<file path="config.mk">
export PLATFORM = sky130hd
export DESIGN_NAME = gpio_packet_command_port
export DESIGN_NICKNAME = d
export VERILOG_FILES = /design/src/gpio_cmd_pkg.sv /design/src/io_line_sync.sv /design/src/gpio_packet_command_port.sv
export SDC_FILE = /design/constraint.sdc
export NUM_CORES = 1
export LEC_CHECK = 0
export ABC_AREA = 1
export ABC_CLOCK_PERIOD_IN_PS = 2480
export BUFFER_PORTS_ARGS = -buffer_cell sky130_fd_sc_hd__buf_4
export CORE_ASPECT_RATIO = 2
export CORE_MARGIN = 3
export CORE_UTILIZATION = 59
export DETAILED_ROUTE_END_ITERATION = 12
export PLACE_DENSITY = 0.88
export SYNTH_ARGS = -nofsm -noshare
export SYNTH_HDL_FRONTEND = slang
export SYNTH_SLANG_ARGS = --single-unit
export TNS_END_PERCENT = 50
</file>
<file path="constraint.sdc">
create_clock -name core_clk -period 2.48 [get_ports core_clk]
set_clock_uncertainty 0.2 [all_clocks]
set_input_delay 0.496 -clock core_clk [delete_from_list [all_inputs] [get_ports core_clk]]
set_output_delay 0.496 -clock core_clk [all_outputs]
set_load 0.05 [all_outputs]
</file>
<file path="src/gpio_cmd_pkg.sv">
// shared constants and carrier types for the packet-driven i/o port
package gpio_cmd_pkg;
    localparam int IO_WIDTH = 7;
    localparam int REPLY_LEN = 5;
    localparam logic [2:0] IDX_OPIF = 3'h0;
    localparam logic [2:0] IDX_SLAVE = 3'h1;
    localparam logic [2:0] IDX_LENGTH = 3'h2;
    localparam logic [2:0] IDX_REGADDR = 3'h3;
    localparam logic [2:0] IDX_DATA = 3'h4;
    localparam logic [7:0] OP_WRITE = 8'h10;
    localparam logic [7:0] OP_MASK = 8'h10;
    localparam logic [7:0] INTF_MASK = 8'h0f;
    localparam logic [7:0] INTF_IO = 8'h08;
    localparam logic [7:0] INTF_FOUR_WIRE_LONG = 8'h04;
    localparam logic [7:0] INTF_TWO_WIRE_FAST = 8'h02;
    localparam logic [7:0] INTF_TWO_WIRE_STD = 8'h01;
    localparam logic [7:0] INTF_FOUR_WIRE_SHORT = 8'h00;
    localparam logic [7:0] STAT_REQ_ERROR = 8'h80;
    localparam logic [7:0] STAT_INTF_ERROR = 8'h40;
    localparam logic [7:0] STAT_REQ_DONE = 8'h20;
    localparam logic [7:0] STAT_MASK = 8'he0;
    localparam logic [6:0] IO_OUT_RESET = 7'h00;
    localparam logic [6:0] IO_OE_RESET = 7'h00;

    typedef struct packed {
        logic io_line_6;
        logic io_line_5;
        logic io_line_4;
        logic io_line_3;
        logic io_line_2;
        logic io_line_1;
        logic io_line_0;
    } gpio_lines_t;

    typedef struct packed {
        logic [7:0] data;
        logic last;
    } pkt_byte_t;

    typedef enum logic [2:0] {
        ST_RX = 3'b001,
        ST_EXEC = 3'b010,
        ST_TX = 3'b100
    } cmd_state_t;
endpackage : gpio_cmd_pkg

</file>
<file path="src/io_line_sync.sv">
// two-flop synchroniser for the sampled i/o lines
`timescale 1ns/1ps
`default_nettype none
module io_line_sync #(
    parameter int WIDTH = 7
) (
    // clock and reset
    input wire logic core_clk,
    input wire logic rst_n,
    // lines
    input wire logic [WIDTH-1:0] async_in,
    output logic [WIDTH-1:0] sync_out
);
    logic [WIDTH-1:0] stage1_reg;
    logic [WIDTH-1:0] stage2_reg;

    initial begin
        if (WIDTH < 1) begin
            $error("io_line_sync: WIDTH must be at least 1");
        end
    end

    genvar i;
    generate
        for (i = 0; i < WIDTH; i++) begin : g_bit
            always_ff @(posedge core_clk or negedge rst_n) begin
                if (!rst_n) begin
                    stage1_reg[i] <= 1'b0;
                    stage2_reg[i] <= 1'b0;
                end else begin
                    stage1_reg[i] <= async_in[i];
                    stage2_reg[i] <= stage1_reg[i];
                end
            end
        end
    endgenerate

    assign sync_out = stage2_reg;
endmodule : io_line_sync
`default_nettype wire

</file>
<file path="src/gpio_packet_command_port.sv">
// command packet interpreter driving and sampling the seven-line i/o port
`timescale 1ns/1ps
`default_nettype none
module gpio_packet_command_port #(
    parameter int IO_LINES = gpio_cmd_pkg::IO_WIDTH
) (
    // clock and reset
    input wire logic core_clk,
    input wire logic rst_n,
    // command packet stream in
    input wire logic rx_valid,
    input wire gpio_cmd_pkg::pkt_byte_t rx_byte,
    output logic rx_ready,
    // reply packet stream out
    output logic tx_valid,
    output gpio_cmd_pkg::pkt_byte_t tx_byte,
    input wire logic tx_ready,
    // i/o lines
    input wire gpio_cmd_pkg::gpio_lines_t io_lines_in,
    output gpio_cmd_pkg::gpio_lines_t io_lines_out,
    output gpio_cmd_pkg::gpio_lines_t io_lines_oe
);
    import gpio_cmd_pkg::*;

    initial begin
        if (IO_LINES != IO_WIDTH) begin
            $error("gpio_packet_command_port: the data byte carries exactly seven lines");
        end
    end

    cmd_state_t state_reg;
    cmd_state_t state_next;
    logic [7:0] pkt_reg [0:REPLY_LEN-1];
    logic [7:0] reply_reg [0:REPLY_LEN-1];
    logic [2:0] rx_cnt_reg;
    logic [2:0] tx_idx_reg;
    logic [6:0] io_out_reg;
    logic [6:0] io_oe_reg;
    logic [6:0] io_sync;
    logic rx_ready_reg;
    logic tx_valid_reg;
    logic [7:0] tx_data_reg;
    logic tx_last_reg;
    logic rx_take;
    logic tx_take;
    logic [7:0] intf_code;
    logic intf_known;
    logic is_io;
    logic is_write;
    logic [7:0] status_byte;

    io_line_sync #(
        .WIDTH(IO_WIDTH)
    ) u_sync (
        .core_clk(core_clk),
        .rst_n(rst_n),
        .async_in(io_lines_in),
        .sync_out(io_sync)
    );

    assign rx_take = rx_valid && rx_ready_reg;
    assign tx_take = tx_valid_reg && tx_ready;

    // decode of the request byte; unknown upper bits make it malformed
    assign intf_code = pkt_reg[IDX_OPIF] & INTF_MASK;
    assign intf_known = ((pkt_reg[IDX_OPIF] & STAT_MASK) == 8'h00) &&
        (intf_code == INTF_IO || intf_code == INTF_FOUR_WIRE_LONG ||
         intf_code == INTF_TWO_WIRE_FAST || intf_code == INTF_TWO_WIRE_STD ||
         intf_code == INTF_FOUR_WIRE_SHORT);
    assign is_io = intf_known && (intf_code == INTF_IO);
    assign is_write = (pkt_reg[IDX_OPIF] & OP_MASK) == OP_WRITE;

    // serial engines live elsewhere, so other interfaces answer with an interface error
    always_comb begin
        if (!intf_known) begin
            status_byte = pkt_reg[IDX_OPIF] | STAT_REQ_ERROR;
        end else if (is_io) begin
            status_byte = pkt_reg[IDX_OPIF] | STAT_REQ_DONE;
        end else begin
            status_byte = pkt_reg[IDX_OPIF] | STAT_INTF_ERROR;
        end
    end

    always_comb begin
        state_next = state_reg;
        case (state_reg)
            ST_RX: begin
                if (rx_take && rx_byte.last) begin
                    state_next = ST_EXEC;
                end
            end
            ST_EXEC: begin
                state_next = ST_TX;
            end
            ST_TX: begin
                if (tx_take && tx_last_reg) begin
                    state_next = ST_RX;
                end
            end
            default: begin
                state_next = ST_RX;
            end
        endcase
    end

    always_ff @(posedge core_clk or negedge rst_n) begin
        if (!rst_n) begin
            state_reg <= ST_RX;
            rx_ready_reg <= 1'b1;
        end else begin
            state_reg <= state_next;
            rx_ready_reg <= (state_next == ST_RX);
        end
    end

    // packet capture; bytes past the first data byte are dropped
    always_ff @(posedge core_clk or negedge rst_n) begin
        if (!rst_n) begin
            rx_cnt_reg <= 3'h0;
            for (int k = 0; k < REPLY_LEN; k++) begin
                pkt_reg[k] <= 8'h00;
            end
        end else if (rx_take) begin
            if (rx_cnt_reg <= IDX_DATA) begin
                pkt_reg[rx_cnt_reg] <= rx_byte.data;
            end
            if (rx_byte.last) begin
                rx_cnt_reg <= 3'h0;
            end else if (rx_cnt_reg <= IDX_DATA) begin
                rx_cnt_reg <= rx_cnt_reg + 3'h1;
            end
        end else if (state_reg == ST_TX && tx_take && tx_last_reg) begin
            for (int k = 0; k < REPLY_LEN; k++) begin
                pkt_reg[k] <= 8'h00;
            end
        end
    end

    // address bytes never reach the line logic, only the echo
    always_ff @(posedge core_clk or negedge rst_n) begin
        if (!rst_n) begin
            io_out_reg <= IO_OUT_RESET;
            io_oe_reg <= IO_OE_RESET;
        end else if (state_reg == ST_EXEC && is_io && is_write) begin
            io_out_reg <= pkt_reg[IDX_DATA][6:0];
            io_oe_reg <= {IO_WIDTH{1'b1}};
        end
    end

    always_ff @(posedge core_clk or negedge rst_n) begin
        if (!rst_n) begin
            for (int k = 0; k < REPLY_LEN; k++) begin
                reply_reg[k] <= 8'h00;
            end
        end else if (state_reg == ST_EXEC) begin
            reply_reg[IDX_OPIF] <= status_byte;
            reply_reg[IDX_SLAVE] <= pkt_reg[IDX_SLAVE];
            reply_reg[IDX_LENGTH] <= pkt_reg[IDX_LENGTH];
            reply_reg[IDX_REGADDR] <= pkt_reg[IDX_REGADDR];
            if (is_io && !is_write) begin
                reply_reg[IDX_DATA] <= {1'b0, io_sync};
            end else begin
                reply_reg[IDX_DATA] <= pkt_reg[IDX_DATA];
            end
        end
    end

    // reply is always five bytes; tx holds while the sink stalls
    always_ff @(posedge core_clk or negedge rst_n) begin
        if (!rst_n) begin
            tx_valid_reg <= 1'b0;
            tx_data_reg <= 8'h00;
            tx_last_reg <= 1'b0;
            tx_idx_reg <= 3'h0;
        end else if (state_reg == ST_EXEC) begin
            tx_valid_reg <= 1'b1;
            tx_data_reg <= status_byte;
            tx_last_reg <= 1'b0;
            tx_idx_reg <= 3'h1;
        end else if (tx_take) begin
            if (tx_last_reg) begin
                tx_valid_reg <= 1'b0;
                tx_last_reg <= 1'b0;
            end else begin
                tx_data_reg <= reply_reg[tx_idx_reg];
                tx_last_reg <= (tx_idx_reg == IDX_DATA);
                tx_idx_reg <= tx_idx_reg + 3'h1;
            end
        end
    end

    assign rx_ready = rx_ready_reg;
    assign tx_valid = tx_valid_reg;
    assign tx_byte = '{data: tx_data_reg, last: tx_last_reg};
    assign io_lines_out = io_out_reg;
    assign io_lines_oe = io_oe_reg;

    // helper count of reply bytes taken, read only by the length check
    logic [2:0] reply_seen_reg;
    always_ff @(posedge core_clk or negedge rst_n) begin
        if (!rst_n) begin
            reply_seen_reg <= 3'h0;
        end else if (state_reg == ST_EXEC) begin
            reply_seen_reg <= 3'h0;
        end else if (tx_take && reply_seen_reg != 3'h7) begin
            reply_seen_reg <= reply_seen_reg + 3'h1;
        end
    end
endmodule : gpio_packet_command_port
`default_nettype wire

</file>
==> impl_metrics.csv <==
group,metric,value,unit
floorplan,num_rows,48,
global_routing,grt_pass1_vias,4635,
yosys,synth_edf_count,0,
worst_hold_path,min-delay-start,"u_sync.stage1_reg[3]",
setup_path,path_delay_family,"simple AND/OR/NAND/NOR gates",
yosys,netlist_area,0.00540,mm^2
sta,worst_slack,270,ps
layout,drive_gt1_frac,0.172,
yosys,syn_inst,634,
sta,timing.final.crit_period,2210,ps
placed_design,post-place-ws,379,ps
setup_path,r2r_cells,8,
setup_path,cp-start-kind,"flop",
sta,fmax,0.453,GHz
yosys,yosysUniqueCellTypes,31,
setup_path,r2r-end,"pkt_reg[5]",
floorplan,dieArea,0.0104,mm^2
setup_path,r2r_slack,270,ps
layout,area_growth,19.4,%
floorplan,core_area,0.00877,mm^2
global_routing,grt.total_usage,0.300,
floorplan,die_h,141,um
layout,final_common_cell,"nand2_1",
global_routing,gr-total-overflow,0,
layout,num_antenna_cells,0,
sta,worst_pin_slew,707,ps
yosys,yosysSeqAreaShare,0.566,
drt,drt-initial-drc-count,408,
sta,rsz0062_at_grt,"false",
placed_design,dpl.hpwl,9060,um
worst_hold_path,min_path_cells,0,
setup_path,cp_num_buf_inv,2,
setup_path,critical_path_peak_fanout,10,
drt,via_per_inst,5.69,
power,p_sw_frac,0.390,
power,seqPwrFrac,0.392,
setup_path,critPathKind,"reg -> reg",
layout,largest_register_ffs,40,
power,p_leak,3.49,nW
clock_tree,clk_pin_slew,60,ps
power,cellInternalPower,4.59,mW
power,fin_total_pwr,7.53,mW
setup_path,worstPathArrival,2360,ps
power,power.share.clock,0.322,
placed_design,dp_cells,762,
worst_hold_path,min_path_type,"reg -> reg",
clock_tree,cts_max_path_buffers,2,
floorplan,io_pins,45,
sta,finalSetupViolCount,0,
floorplan,fp.dieW,73.6,um
setup_path,slowest_stage,"dfrtp_1",
yosys,yosys_warnings,0,
sta,final_max_slew_viol_count,0,
clock_tree,postCtsSetupBuffers,0,
setup_path,r2r_start,"rx_cnt_reg[1]",
drt,detail-route-antenna-nets,0,
clock_tree,numCtsBuffers,17,
run_status,outcome,"complete, no violations",
clock_tree,h-tree-depth,4,
drt,wire_per_inst,17.6,um
global_routing,grt_pass1_wl,22900,um
global_routing,grt_max_degree,38,
layout,final_cell_mix,"nand2_1 (294), dfrtp_1 (120), inv_1 (52), buf_4 (50), o21ai_0 (32)",
global_routing,antenna_found_initial,0,
clock_tree,tritoncts,"done",
yosys,synth.avg_cell_area,8.52,um^2
sta,hold_viol,0,
setup_path,end_kind,"flop",
floorplan,start_util,0.616,
yosys,synth_top_flop_cell,"dfrtp_1",
clock_tree,ctsHoldBuffers,8,
drt,drtPass1Iterations,5,
power,ir_drop,0.000882,V
setup_path,cp.required,2630,ps
yosys,synth_nets,658,
drt,dr_total_vias,4562,
setup_path,slowest_delay,480,ps
clock_tree,cts_resized,0,
power,p_per_area,1170,mW/mm^2
power,combinationalPowerShare,0.286,
clock_tree,clockRootBuffer,"clkbuf_16",
clock_tree,clock_latency,430,ps
placed_design,port_buffers,44,
drt,drc_errors,0,
yosys,synth_async_sr_flop_share,1.00,
clock_tree,cts_num_sinks,122,
yosys,ys_ff_latch,122,
flow_run,cap_violations,0,
layout,stdcell_count,802,
drt,drt_wl_total,14100,um
sta,slew_headroom,0.526,
sta,finalCritPeriodShare,0.891,
sta,fin_tns_setup,0,ps
power,p_sw,2.94,mW
placed_design,place_congestion,0.986,
worst_hold_path,hold_path_end,"u_sync.sync_out[3]",
setup_path,path_depth,8,
layout,nets,713,
setup_path,crit_chain,"inv_1 -> ha_1 -> nor2_2 -> nor2_2 -> inv_4 -> nor2_1 -> nand2_1 -> nand2_1",
==> how the worst max path moves through the flow <==
| stage | startpoint | to | slack, ps |
|---|---|---|---|
| 6_report | rx_cnt_reg[1] | pkt_reg[5] | 270 |
| 5_1_grt | rx_cnt_reg[1] | pkt_reg[5] | 90 |
| 4_1_cts | rx_cnt_reg[1] | pkt_reg[5] | 390 |
| 3_5_place_dp | rx_cnt_reg[1] | pkt_reg[4] | 380 |
| 3_3_place_gp | rx_cnt_reg[1] | pkt_reg[5] | 510 |
| 2_1_floorplan | rx_ready | pkt_reg[36] | 630 |
==> through the flow <==
step                hold WS, ps  instance area, um^2   util
floorplan                 0.409                 5400      -
CTS                         149                 6450  0.735
detailed placement          135                 5790  0.660
global placement            132                 5790  0.660
finish                      148                 6450  0.735
global route                157                 6450  0.735
==> worst register-to-register path, delay by kind of cell (launching register included) <==
kind | cells | cell delay, ps
DFF | 1 | 480
buffers and inverters | 2 | 330
and+or+nand+nor | 5 | 920
adders and majority gates | 1 | 210
==> cell usage after synthesis, drive strengths merged, types with 2 or more instances <==
library cell | n | area, um^2
inv | 58 | 220
buf | 22 | 143
o21ai | 44 | 303
nor2 | 28 | 115
dfstp | 2 | 52.6
ha | 4 | 50.1
o211ai | 4 | 30.0
a21oi | 6 | 30.0
dfrtp | 120 | 3000
nand2 | 298 | 1140
o21a | 2 | 15.0
clkbuf | 2 | 7.51
nand3 | 32 | 183
nor3 | 8 | 83.8
==> cell families after synthesis <==
| logic type | synth area share |
|---|---|
| compound gates | 0.0711 |
| fa+ha+maj | 0.00927 |
| buf+inv | 0.0686 |
| flops | 0.566 |
| simple gates | 0.285 |
==> routing by layer <==
layer,global-route usage,share of wire
met3,0.0709,0.054
met4,0.203,0.069
met5,0,0
met2,0.497,0.54
met1,0.330,0.34
==> cell type report <==
cell class | instances | area, um^2
sequential | 122 | 3060
tap | 100 | 125
inverter | 58 | 220
fill | 556 | 2320
timing repair buffer | 60 | 495
clock inverter | 15 | 154
clock buffer | 17 | 425
multi-input combinational | 430 | 1970
==> power by group through the flow <==
stage / combinational (mW) / sequential [mW] / clock [mW]
after floorplan: 1.29 / 3.07 / 0
after global placement: 1.97 / 2.90 / 0
after detailed placement: 2.04 / 2.93 / 0
after CTS: 2.13 / 2.93 / 2.42
after global routing: 2.37 / 3.00 / 2.51
final: 2.16 / 2.95 / 2.42
Note: power is estimated with default switching activity, not from simulation.
